### src/inc/dfm_pkg.sv
// Package: constants, codes and register map of the drive fault monitor
package dfm_pkg;

  // Clock and timing
  localparam int SYS_CLK_HZ = 125000000;
  localparam int TEMP_TIMEOUT_MS = 100;
  localparam int TEMP_TIMEOUT_CYC = TEMP_TIMEOUT_MS * (SYS_CLK_HZ / 1000);

  // Bus widths
  localparam int ADDR_W = 8;
  localparam int DATA_W = 32;

  // Register word addresses
  localparam logic [7:0] REG_CTRL = 8'h00;
  localparam logic [7:0] REG_CMD = 8'h01;
  localparam logic [7:0] REG_WARNING_CODE = 8'h02;
  localparam logic [7:0] REG_ERROR_CODE = 8'h03;
  localparam logic [7:0] REG_STATUS = 8'h04;
  localparam logic [7:0] REG_I2T_LIMIT = 8'h05;
  localparam logic [7:0] REG_TRACKING_ERROR_LIMIT = 8'h06;
  localparam logic [7:0] REG_PHASE_OVERCURRENT_LIMIT = 8'h07;
  localparam logic [7:0] REG_OVERVOLTAGE_LIMIT = 8'h08;
  localparam logic [7:0] REG_UNDERVOLTAGE_LIMIT = 8'h09;
  localparam logic [7:0] REG_CONTROLLER_MAX_CURRENT = 8'h0a;
  localparam logic [7:0] REG_ENC_AMP_ERROR_LEVEL = 8'h0b;

  // Field positions
  localparam int CTRL_BRAKE_EN_BIT = 0;
  localparam int CMD_SW_CLEAR_BIT = 0;
  localparam int CMD_HW_RESET_BIT = 1;
  localparam int ST_BRAKE_BIT = 0;
  localparam int ST_ERR_LATCHED_BIT = 1;
  localparam int ST_SYNC_LOSS_BIT = 2;
  localparam int ST_TEMP_FAIL_BIT = 3;

  // Reset values of the limit registers
  localparam logic [31:0] I2T_LIMIT_RST = 32'h0000_ffff;
  localparam logic [31:0] TRACKING_ERROR_LIMIT_RST = 32'h0000_1000;
  localparam logic [15:0] PHASE_OVERCURRENT_LIMIT_RST = 16'h7fff;
  localparam logic [19:0] OVERVOLTAGE_LIMIT_RST = 20'hfffff;
  localparam logic [19:0] UNDERVOLTAGE_LIMIT_RST = 20'h00000;
  localparam logic [15:0] CONTROLLER_MAX_CURRENT_RST = 16'h7fff;
  localparam logic [15:0] ENC_AMP_ERROR_LEVEL_RST = 16'h0000;

  // Thresholds
  localparam logic signed [8:0] TEMP_WARN_DEG = 9'sd65;
  localparam logic [19:0] VOLT_SCALE = 20'd100;
  localparam logic [22:0] OFFSET_SCALE = 23'd100;
  localparam logic [22:0] OFFSET_PCT = 23'd8;

  // Warning codes
  localparam logic [3:0] WARN_NONE = 4'h0;
  localparam logic [3:0] WARN_I2T = 4'h1;
  localparam logic [3:0] WARN_TEMP = 4'h2;
  localparam logic [3:0] WARN_POWER_LOW = 4'h3;
  localparam logic [3:0] WARN_ENC_AMP = 4'h5;
  localparam logic [3:0] WARN_TRACKING = 4'h6;
  localparam logic [3:0] WARN_HALL = 4'h8;
  localparam logic [3:0] WARN_SYNC = 4'h9;

  // Error codes
  localparam logic [3:0] ERR_NONE = 4'h0;
  localparam logic [3:0] ERR_OVERCURRENT1 = 4'h2;
  localparam logic [3:0] ERR_OVERCURRENT2 = 4'h3;
  localparam logic [3:0] ERR_I2T = 4'h4;
  localparam logic [3:0] ERR_OVERTEMP = 4'h5;
  localparam logic [3:0] ERR_OVERVOLTAGE = 4'h6;
  localparam logic [3:0] ERR_INRUSH = 4'h7;
  localparam logic [3:0] ERR_LOGIC_SUPPLY = 4'h8;
  localparam logic [3:0] ERR_UNDERVOLTAGE = 4'h9;
  localparam logic [3:0] ERR_CUR_OFFSET = 4'ha;
  localparam logic [3:0] ERR_TEMP_SENSOR = 4'hd;

  // Per-code class masks, bit n belongs to code n
  localparam logic [15:0] ERR_SOFT_MASK = 16'h22fc;
  localparam logic [15:0] ERR_BRAKE_MASK = 16'h03a0;

  // Synchronised pins
  localparam int SYNC_W = 8;
  localparam int PIN_THERMOSTAT = 0;
  localparam int PIN_INRUSH = 1;
  localparam int PIN_POWER_LOW = 2;
  localparam int PIN_LOGIC_LOW = 3;
  localparam int PIN_HALL_LO = 4;
  localparam int PIN_FIELDBUS_SYNC = 7;

  localparam logic [2:0] HALL_BAD_LO = 3'h0;
  localparam logic [2:0] HALL_BAD_HI = 3'h7;
  localparam logic [1:0] TICKS_PER_SYNC = 2'h1;

endpackage

### src/verilog/dfm_top.sv
// Drive fault monitor: warning codes, latched error codes, brake request
//
// The strobed register port and the placing of the registers were decided locally.
`timescale 1ns/1ps
`default_nettype none
module dfm_top #(
  parameter int TEMP_TIMEOUT_CYC = dfm_pkg::TEMP_TIMEOUT_CYC
) (
  input wire logic sys_clk,
  input wire logic rst_n,
  // Register port
  input wire logic [dfm_pkg::ADDR_W-1:0] reg_addr,
  input wire logic [dfm_pkg::DATA_W-1:0] reg_wdata,
  input wire logic reg_wr,
  input wire logic reg_rd,
  output logic [dfm_pkg::DATA_W-1:0] reg_rdata,
  // Measurements from the controller clock domain
  input wire logic [31:0] i2t_accumulator,
  input wire logic [31:0] tracking_error,
  input wire logic signed [15:0] phase1_current,
  input wire logic signed [15:0] phase2_current,
  input wire logic [11:0] rail_volts,
  input wire logic signed [7:0] controller_temp,
  input wire logic temp_sample,
  input wire logic signed [15:0] current_offset,
  input wire logic [15:0] enc_amplitude,
  input wire logic motor_power_en,
  input wire logic interrupt_tick,
  // Asynchronous pins
  input wire logic thermostat_hot,
  input wire logic inrush_active,
  input wire logic power_low,
  input wire logic logic_supply_low,
  input wire logic [2:0] hall_in,
  input wire logic fieldbus_sync,
  // Status outputs
  output logic [3:0] warning_code,
  output logic [3:0] error_code,
  output logic brake_request
);

  ////////////////////////////////////////////////////////////////////////////
  // Pin synchronisation

  logic [dfm_pkg::SYNC_W-1:0] pins_async;
  logic [dfm_pkg::SYNC_W-1:0] pins;

  assign pins_async = {fieldbus_sync, hall_in, logic_supply_low, power_low,
                       inrush_active, thermostat_hot};

  dfm_sync u_sync (
    .sys_clk(sys_clk),
    .rst_n(rst_n),
    .async_in(pins_async),
    .sync_out(pins)
  );

  logic [2:0] hall_s;
  assign hall_s = pins[dfm_pkg::PIN_HALL_LO +: 3];

  ////////////////////////////////////////////////////////////////////////////
  // Register file

  logic brake_en_r, brake_en_nxt;
  logic [31:0] i2t_limit_r, i2t_limit_nxt;
  logic [31:0] tracking_error_limit_r, tracking_error_limit_nxt;
  logic [15:0] phase_overcurrent_limit_r, phase_overcurrent_limit_nxt;
  logic [19:0] overvoltage_limit_r, overvoltage_limit_nxt;
  logic [19:0] undervoltage_limit_r, undervoltage_limit_nxt;
  logic [15:0] controller_max_current_r, controller_max_current_nxt;
  logic [15:0] enc_amp_error_level_r, enc_amp_error_level_nxt;
  logic [31:0] rdata_r, rdata_nxt;
  logic sw_clear_cmd, hardware_reset_command;
  logic [3:0] warn_r, warn_nxt;
  logic [3:0] err_r, err_nxt;
  logic brake_r, brake_nxt;
  logic sync_loss_r, sync_loss_nxt;
  logic temp_fail;

  // Commands are write pulses, not stored bits
  assign sw_clear_cmd = reg_wr && (reg_addr == dfm_pkg::REG_CMD) &&
                        reg_wdata[dfm_pkg::CMD_SW_CLEAR_BIT];
  assign hardware_reset_command = reg_wr && (reg_addr == dfm_pkg::REG_CMD) &&
                                  reg_wdata[dfm_pkg::CMD_HW_RESET_BIT];

  always_comb begin
    brake_en_nxt = brake_en_r;
    i2t_limit_nxt = i2t_limit_r;
    tracking_error_limit_nxt = tracking_error_limit_r;
    phase_overcurrent_limit_nxt = phase_overcurrent_limit_r;
    overvoltage_limit_nxt = overvoltage_limit_r;
    undervoltage_limit_nxt = undervoltage_limit_r;
    controller_max_current_nxt = controller_max_current_r;
    enc_amp_error_level_nxt = enc_amp_error_level_r;
    if (reg_wr) begin
      if (reg_addr == dfm_pkg::REG_CTRL) begin
        brake_en_nxt = reg_wdata[dfm_pkg::CTRL_BRAKE_EN_BIT];
      end else if (reg_addr == dfm_pkg::REG_I2T_LIMIT) begin
        i2t_limit_nxt = reg_wdata;
      end else if (reg_addr == dfm_pkg::REG_TRACKING_ERROR_LIMIT) begin
        tracking_error_limit_nxt = reg_wdata;
      end else if (reg_addr == dfm_pkg::REG_PHASE_OVERCURRENT_LIMIT) begin
        phase_overcurrent_limit_nxt = reg_wdata[15:0];
      end else if (reg_addr == dfm_pkg::REG_OVERVOLTAGE_LIMIT) begin
        overvoltage_limit_nxt = reg_wdata[19:0];
      end else if (reg_addr == dfm_pkg::REG_UNDERVOLTAGE_LIMIT) begin
        undervoltage_limit_nxt = reg_wdata[19:0];
      end else if (reg_addr == dfm_pkg::REG_CONTROLLER_MAX_CURRENT) begin
        controller_max_current_nxt = reg_wdata[15:0];
      end else if (reg_addr == dfm_pkg::REG_ENC_AMP_ERROR_LEVEL) begin
        enc_amp_error_level_nxt = reg_wdata[15:0];
      end
    end
    // Unmapped and write-only addresses read as zero
    rdata_nxt = 32'h0000_0000;
    if (reg_rd) begin
      if (reg_addr == dfm_pkg::REG_CTRL) begin
        rdata_nxt[dfm_pkg::CTRL_BRAKE_EN_BIT] = brake_en_r;
      end else if (reg_addr == dfm_pkg::REG_WARNING_CODE) begin
        rdata_nxt[3:0] = warn_r;
      end else if (reg_addr == dfm_pkg::REG_ERROR_CODE) begin
        rdata_nxt[3:0] = err_r;
      end else if (reg_addr == dfm_pkg::REG_STATUS) begin
        rdata_nxt[dfm_pkg::ST_BRAKE_BIT] = brake_r;
        rdata_nxt[dfm_pkg::ST_ERR_LATCHED_BIT] = (err_r != dfm_pkg::ERR_NONE);
        rdata_nxt[dfm_pkg::ST_SYNC_LOSS_BIT] = sync_loss_r;
        rdata_nxt[dfm_pkg::ST_TEMP_FAIL_BIT] = temp_fail;
      end else if (reg_addr == dfm_pkg::REG_I2T_LIMIT) begin
        rdata_nxt = i2t_limit_r;
      end else if (reg_addr == dfm_pkg::REG_TRACKING_ERROR_LIMIT) begin
        rdata_nxt = tracking_error_limit_r;
      end else if (reg_addr == dfm_pkg::REG_PHASE_OVERCURRENT_LIMIT) begin
        rdata_nxt[15:0] = phase_overcurrent_limit_r;
      end else if (reg_addr == dfm_pkg::REG_OVERVOLTAGE_LIMIT) begin
        rdata_nxt[19:0] = overvoltage_limit_r;
      end else if (reg_addr == dfm_pkg::REG_UNDERVOLTAGE_LIMIT) begin
        rdata_nxt[19:0] = undervoltage_limit_r;
      end else if (reg_addr == dfm_pkg::REG_CONTROLLER_MAX_CURRENT) begin
        rdata_nxt[15:0] = controller_max_current_r;
      end else if (reg_addr == dfm_pkg::REG_ENC_AMP_ERROR_LEVEL) begin
        rdata_nxt[15:0] = enc_amp_error_level_r;
      end
    end
  end

  always_ff @(posedge sys_clk) begin
    if (!rst_n) begin
      brake_en_r <= 1'b0;
      i2t_limit_r <= dfm_pkg::I2T_LIMIT_RST;
      tracking_error_limit_r <= dfm_pkg::TRACKING_ERROR_LIMIT_RST;
      phase_overcurrent_limit_r <= dfm_pkg::PHASE_OVERCURRENT_LIMIT_RST;
      overvoltage_limit_r <= dfm_pkg::OVERVOLTAGE_LIMIT_RST;
      undervoltage_limit_r <= dfm_pkg::UNDERVOLTAGE_LIMIT_RST;
      controller_max_current_r <= dfm_pkg::CONTROLLER_MAX_CURRENT_RST;
      enc_amp_error_level_r <= dfm_pkg::ENC_AMP_ERROR_LEVEL_RST;
      rdata_r <= 32'h0000_0000;
    end else begin
      brake_en_r <= brake_en_nxt;
      i2t_limit_r <= i2t_limit_nxt;
      tracking_error_limit_r <= tracking_error_limit_nxt;
      phase_overcurrent_limit_r <= phase_overcurrent_limit_nxt;
      overvoltage_limit_r <= overvoltage_limit_nxt;
      undervoltage_limit_r <= undervoltage_limit_nxt;
      controller_max_current_r <= controller_max_current_nxt;
      enc_amp_error_level_r <= enc_amp_error_level_nxt;
      rdata_r <= rdata_nxt;
    end
  end

  ////////////////////////////////////////////////////////////////////////////
  // Fieldbus sync watch and temperature sensor watchdog

  logic sync_prev_r, sync_prev_nxt;
  logic [1:0] tick_cnt_r, tick_cnt_nxt;
  logic [31:0] temp_cnt_r, temp_cnt_nxt;
  logic sync_rise;

  assign sync_rise = pins[dfm_pkg::PIN_FIELDBUS_SYNC] && !sync_prev_r;
  assign temp_fail = (temp_cnt_r >= unsigned'(TEMP_TIMEOUT_CYC));

  always_comb begin
    sync_prev_nxt = pins[dfm_pkg::PIN_FIELDBUS_SYNC];
    tick_cnt_nxt = tick_cnt_r;
    sync_loss_nxt = sync_loss_r;
    // Exactly one tick is expected per sync period
    if (sync_rise) begin
      sync_loss_nxt = (tick_cnt_r != dfm_pkg::TICKS_PER_SYNC);
      tick_cnt_nxt = interrupt_tick ? 2'h1 : 2'h0;
    end else if (interrupt_tick) begin
      if (tick_cnt_r == dfm_pkg::TICKS_PER_SYNC) begin
        sync_loss_nxt = 1'b1;
      end
      if (tick_cnt_r != 2'h3) begin
        tick_cnt_nxt = tick_cnt_r + 2'h1;
      end
    end
    temp_cnt_nxt = temp_cnt_r;
    if (temp_sample) begin
      temp_cnt_nxt = 32'h0000_0000;
    end else if (!temp_fail) begin
      temp_cnt_nxt = temp_cnt_r + 32'h0000_0001;
    end
  end

  always_ff @(posedge sys_clk) begin
    if (!rst_n) begin
      sync_prev_r <= 1'b0;
      tick_cnt_r <= 2'h0;
      sync_loss_r <= 1'b0;
      temp_cnt_r <= 32'h0000_0000;
    end else begin
      sync_prev_r <= sync_prev_nxt;
      tick_cnt_r <= tick_cnt_nxt;
      sync_loss_r <= sync_loss_nxt;
      temp_cnt_r <= temp_cnt_nxt;
    end
  end

  ////////////////////////////////////////////////////////////////////////////
  // Limit comparisons

  logic [15:0] ph1_abs, ph2_abs, offs_abs;
  logic [19:0] volts_x100;
  logic [22:0] offs_x100, max_x8;
  logic [16:0] enc_level_x2;
  logic [15:0] warn_cond, err_cond;

  assign ph1_abs = phase1_current[15] ? 16'(-phase1_current) : phase1_current;
  assign ph2_abs = phase2_current[15] ? 16'(-phase2_current) : phase2_current;
  assign offs_abs = current_offset[15] ? 16'(-current_offset) : current_offset;
  // Scaling the measurement avoids a divider and keeps the limit exact
  assign volts_x100 = 20'(rail_volts) * dfm_pkg::VOLT_SCALE;
  assign offs_x100 = 23'(offs_abs) * dfm_pkg::OFFSET_SCALE;
  assign max_x8 = 23'(controller_max_current_r) * dfm_pkg::OFFSET_PCT;
  assign enc_level_x2 = {enc_amp_error_level_r, 1'b0};

  always_comb begin
    warn_cond = 16'h0000;
    warn_cond[dfm_pkg::WARN_I2T] = i2t_accumulator > (i2t_limit_r >> 1);
    warn_cond[dfm_pkg::WARN_TEMP] = 9'(controller_temp) > dfm_pkg::TEMP_WARN_DEG;
    warn_cond[dfm_pkg::WARN_POWER_LOW] = pins[dfm_pkg::PIN_POWER_LOW];
    warn_cond[dfm_pkg::WARN_ENC_AMP] = 17'(enc_amplitude) < enc_level_x2;
    warn_cond[dfm_pkg::WARN_TRACKING] =
      tracking_error > (tracking_error_limit_r >> 1);
    warn_cond[dfm_pkg::WARN_HALL] =
      (hall_s == dfm_pkg::HALL_BAD_LO) || (hall_s == dfm_pkg::HALL_BAD_HI);
    warn_cond[dfm_pkg::WARN_SYNC] = sync_loss_r;
    err_cond = 16'h0000;
    err_cond[dfm_pkg::ERR_OVERCURRENT1] = ph1_abs > phase_overcurrent_limit_r;
    err_cond[dfm_pkg::ERR_OVERCURRENT2] = ph2_abs > phase_overcurrent_limit_r;
    err_cond[dfm_pkg::ERR_I2T] = i2t_accumulator > i2t_limit_r;
    err_cond[dfm_pkg::ERR_OVERTEMP] = pins[dfm_pkg::PIN_THERMOSTAT];
    err_cond[dfm_pkg::ERR_OVERVOLTAGE] = volts_x100 > overvoltage_limit_r;
    err_cond[dfm_pkg::ERR_INRUSH] = motor_power_en &&
      (pins[dfm_pkg::PIN_INRUSH] || pins[dfm_pkg::PIN_POWER_LOW]);
    err_cond[dfm_pkg::ERR_LOGIC_SUPPLY] = pins[dfm_pkg::PIN_LOGIC_LOW];
    err_cond[dfm_pkg::ERR_UNDERVOLTAGE] = volts_x100 < undervoltage_limit_r;
    err_cond[dfm_pkg::ERR_CUR_OFFSET] = offs_x100 > max_x8;
    err_cond[dfm_pkg::ERR_TEMP_SENSOR] = temp_fail;
  end

  ////////////////////////////////////////////////////////////////////////////
  // Code selection, latching and brake request

  logic [3:0] warn_pick, err_pick, err_base;
  logic clear_now;

  // Lowest active code wins; the loop runs downward so the last hit is lowest
  always_comb begin
    warn_pick = dfm_pkg::WARN_NONE;
    err_pick = dfm_pkg::ERR_NONE;
    for (int n = 15; n > 0; n--) begin
      if (warn_cond[n]) begin
        warn_pick = 4'(n);
      end
      if (err_cond[n]) begin
        err_pick = 4'(n);
      end
    end
  end

  always_comb begin
    warn_nxt = warn_pick;
    // Hardware reset clears every class, software clear only soft ones
    clear_now = hardware_reset_command ||
                (sw_clear_cmd && dfm_pkg::ERR_SOFT_MASK[err_r]);
    err_base = clear_now ? dfm_pkg::ERR_NONE : err_r;
    // A latched code is kept; a condition present at the clear relatches it
    err_nxt = (err_base == dfm_pkg::ERR_NONE) ? err_pick : err_base;
    brake_nxt = brake_en_r && (err_nxt != dfm_pkg::ERR_NONE) &&
                dfm_pkg::ERR_BRAKE_MASK[err_nxt];
  end

  always_ff @(posedge sys_clk) begin
    if (!rst_n) begin
      warn_r <= dfm_pkg::WARN_NONE;
      err_r <= dfm_pkg::ERR_NONE;
      brake_r <= 1'b0;
    end else begin
      warn_r <= warn_nxt;
      err_r <= err_nxt;
      brake_r <= brake_nxt;
    end
  end

  assign reg_rdata = rdata_r;
  assign warning_code = warn_r;
  assign error_code = err_r;
  assign brake_request = brake_r;

endmodule
`default_nettype wire

### src/verilog/dfm_sync.sv
// Two-stage synchroniser for the asynchronous fault pins
`timescale 1ns/1ps
`default_nettype none
module dfm_sync (
  input wire logic sys_clk,
  input wire logic rst_n,
  input wire logic [dfm_pkg::SYNC_W-1:0] async_in,
  output logic [dfm_pkg::SYNC_W-1:0] sync_out
);

  logic [dfm_pkg::SYNC_W-1:0] meta_r;
  logic [dfm_pkg::SYNC_W-1:0] sync_r;

  genvar i;
  generate
    for (i = 0; i < dfm_pkg::SYNC_W; i = i + 1) begin : g_bit
      always_ff @(posedge sys_clk) begin
        if (!rst_n) begin
          meta_r[i] <= 1'b0;
          sync_r[i] <= 1'b0;
        end else begin
          meta_r[i] <= async_in[i];
          sync_r[i] <= meta_r[i];
        end
      end
    end
  endgenerate

  assign sync_out = sync_r;

endmodule
`default_nettype wire

### config.mk
export PLATFORM = sky130hd
export DESIGN_NAME = dfm_top
export DESIGN_NICKNAME = d
export VERILOG_FILES = /design/src/inc/dfm_pkg.sv /design/src/verilog/dfm_top.sv /design/src/verilog/dfm_sync.sv
export SDC_FILE = /design/constraint.sdc
export NUM_CORES = 1
export LEC_CHECK = 0
export ABC_AREA = 1
export BUFFER_PORTS_ARGS = -buffer_cell sky130_fd_sc_hd__buf_2
export CAP_MARGIN = 25
export CORE_UTILIZATION = 64
export DETAILED_ROUTE_END_ITERATION = 7
export PLACE_DENSITY = 0.93
export SYNTH_ARGS = -nofsm -noshare
export SYNTH_HDL_FRONTEND = slang
export SYNTH_SLANG_ARGS = --single-unit
### constraint.sdc
create_clock -name sys_clk -period 8 [get_ports sys_clk]
set_input_delay 0.4 -clock sys_clk [delete_from_list [all_inputs] [get_ports sys_clk]]
set_output_delay 0.4 -clock sys_clk [all_outputs]
set_load 0.05 [all_outputs]
==> run_results.csv <==
group,metric,value,unit
synth,synthArstFlopShare,0,%
critical_path,cp_top_family,"simple AND/OR/NAND/NOR gates",
finish,regArea,4940,um^2
finish,multiInputGateArea,11200,um^2
synth,yosysMostFrequentCell,"nand2_1",
timing,relSlewSlack,29.4,%
detailed_routing,dr.pass1.iters,7,
detailed_routing,drt_drc_violations_left,0,
critical_path,worst-setup-path-type,"input port to flip-flop",
grt,grt_max_degree,131,
power_and_ir_drop,leakage,10.5,nW
synth,yosys-top-cells-count,"nand2_1, inv_1, ha_1, a21oi_1, dfxtp_1",
timing,hold_viol,0,
timing,rsz0062_at_grt,"false",
critical_path,critical_path_buf_inv_count,7,
clock_tree,cts.htree.levels,1,
critical_path,reg2reg_slack,5.11,ns
clock_tree,cts_buffer_depth,3,
finish,layout-drive-gt1-share,11.8,%
detailed_routing,vias,18000,
grt,grt_pass1_vias,17100,
floorplan,start_util,65.2,%
synth,synth.distinct_cells,56,
grt,grt_usage,35.6,%
placement,hpwl,41500,um
floorplan,io_pins,244,
synth,synth_top_area_share,27.3,%
synth,ys_seq_area_share,27.3,%
critical_path,arrival,5.94,ns
placement,pre_cts_ws,2.06,ns
floorplan,dieHeight,170,um
grt,gr-total-overflow,0,
timing,maxClockFrequency,183,MHz
min_path,hold_path_end,"u_sync.meta_r[3]$_SDFF_PN0_",
synth,synth_edf_count,0,
critical_path,cp.required,8.48,ns
power_and_ir_drop,power.total,3.71,mW
placement,numPortBuffers,241,
timing,setup_viol_count_final,0,
finish,nNetsFinal,3202,
synth,synth.cell_area,18100,um^2
synth,ys_ff_latch,247,
clock_tree,postCtsSetupBuffers,0,
critical_path,slowest_delay,0.54,ns
finish,fillCellCount,2157,
timing,tightest_slew,1.06,ns
clock_tree,holdBufCountCts,0,
synth,yosysWarnings,0,
critical_path,cp-start-kind,"input port",
clock_tree,ctsResizeCount,0,
timing,skew,0.0257,ns
critical_path,cp_slowest_cell,"fa_1",
clock_tree,cts_root_buf,"clkbuf_16",
synth,yosysTopAreaCell,"dfxtp_1",
run_status,status,"finished, final reports clean",
critical_path,reg2regPathDepth,10,
clock_tree,cts.reportedPaths.clkPinSlew,0.06,ns
grt,grt_pass1_wl,82100,um
placement,gp_congestion,0.976,
timing,period_needed,5.45,ns
critical_path,cp_max_fo,4,
critical_path,reg2reg_to,"warning_code[3]$_SDFF_PP0_",
timing,finalCritPeriodShare,68.2,%
min_path,min_from,"logic_supply_low",
timing,setup_tns,0,ns
finish,fin_util,73.2,%
floorplan,die_area,29000,um^2
synth,synth_area_per_cell,7.30,um^2
clock_tree,clk_latency,0.54,ns
run,drv_cap,0,
clock_tree,cts_tree,"done",
critical_path,r2r-start,"tracking_error_limit_r[30]$_SDFFE_PN0P_",
clock_tree,cts.sinks,247,
critical_path,cp-end-kind,"flip-flop",
min_path,hold_class,"input port to flip-flop",
finish,syn_to_final_growth,12.3,%
detailed_routing,first_iter_violations,1681,
floorplan,die_x,170,um
floorplan,coreArea,27800,um^2
synth,synth_area_leaders,"dfxtp_1, ha_1, nand2_1",
detailed_routing,wire_per_inst,17.0,um
detailed_routing,ant_nets,0,
grt,antenna_found_initial,3,
timing,final_max_slew_viol_count,0,
floorplan,row_count,61,
critical_path,critPathMostFrequentCell,"nand2_1",
synth,syn_inst,2482,
power_and_ir_drop,power.density,182,nW/um^2
power_and_ir_drop,irDropWorstVdd,0.000194,V
synth,synthFlopType,"dfxtp_1",
timing,finalWorstSetupSlack,2.55,ns
clock_tree,cts_made_buffers,26,
synth,synthesis.nets,2993,
detailed_routing,drt_wl_total,52500,um
detailed_routing,vias_per_cell,5.82,
min_path,hold_depth,3,
## report_power, final
group	switching [mW]	total, mW	internal, mW
combinational	0.845	1.34	0.499
clock	0.490	1.10	0.614
sequential	0.0157	1.26	1.25
total	1.35	3.71	2.36
## cells in the final DEF, fill, tap and decap left out, types with 5 or more instances in the layout
master / count
nor2_1: 125
xnor2_1: 27
inv_2: 7
inv_1: 440
o221ai_1: 6
o22ai_1: 15
nand4_1: 32
a21o_1: 5
fa_1: 17
a221oi_1: 22
ha_1: 291
a31oi_1: 10
buf_4: 6
clkbuf_1: 6
nor2_2: 7
o21ai_0: 161
xor2_1: 46
buf_2: 240
nor3_1: 49
nand3_1: 55
nand2_1: 446
o211ai_1: 54
dfxtp_1: 247
clkinv_2: 6
nor4_1: 15
a21oi_1: 270
o21a_1: 9
clkbuf_16: 26
## state kept, by name (all words and copies together) (netlist names), 20 cells and up, named ones only
register,cells
undervoltage_limit_r,20
tracking_error_limit_r,32
i2t_limit_r,32
reg_rdata,32
temp_cnt_r,32
overvoltage_limit_r,20
## how the worst max path moves through the flow
stage | slack [ns] | endpoint | start | cells after the start
after floorplan | 2.99 | brake_request$_SDFF_PN0_ | current_offset[0] | 39
after global placement | 2.20 | brake_request$_SDFF_PN0_ | current_offset[0] | 38
after detailed placement | 2.06 | brake_request$_SDFF_PN0_ | current_offset[0] | 40
after CTS | 2.59 | brake_request$_SDFF_PN0_ | current_offset[0] | 40
after global routing | 1.89 | brake_request$_SDFF_PN0_ | current_offset[0] | 40
final | 2.55 | brake_request$_SDFF_PN0_ | current_offset[0] | 40
## worst min-delay path: stages
cell,delay [ns]
buf_2,0.07
nand2_1,0.04
inv_1,0.04
## kinds of logic (layout without fill, tap and decap cells)
| logic type | Yosys count | in the layout | synth area share (%) |
|---|---|---|---|
| AND/OR/NAND/NOR | 758 | 758 | 18.1 |
| flip-flops | 247 | 247 | 27.3 |
| other | 0 | 2 | 0 |
| buffers and inverters | 517 | 741 | 11.0 |
| adder cells (fa/ha/maj) | 308 | 308 | 22.0 |
| XOR/XNOR | 73 | 73 | 3.53 |
| AO/OA/AOI/OAI | 579 | 579 | 18.1 |
## final cells by class
| cell class | count | area share [%] |
|---|---|---|
| tap | 378 | 2.32 |
| antenna | 2 | 0.0246 |
| clock buffer | 34 | 3.44 |
| multi-input combinational | 1718 | 55.0 |
| timing repair buffer | 248 | 6.32 |
| inverter | 450 | 8.31 |
| sequential | 247 | 24.3 |
| clock inverter | 9 | 0.308 |
## per-layer routing
layer	wire, um	GRT usage [%]	vias up
li1	-	-	8666
met1	20200	43.1	8193
met2	24300	60.5	889
met3	5060	5.77	207
met4	2940	19.0	2
met5	13	0	-
## through the flow
| step | area (um^2) | std cells | hold WS (ns) |
|---|---|---|---|
| global route | 20300 | 3086 | 0.0442 |
| detailed placement | 19500 | 3039 | 0.402 |
| floorplan | 18100 | 2482 | 0.390 |
| global placement | 19500 | 3039 | 0.394 |
| CTS | 20300 | 3082 | 0.0311 |
| finish | 20300 | 3086 | 0.0361 |
Power figures use the tool's default switching activity.
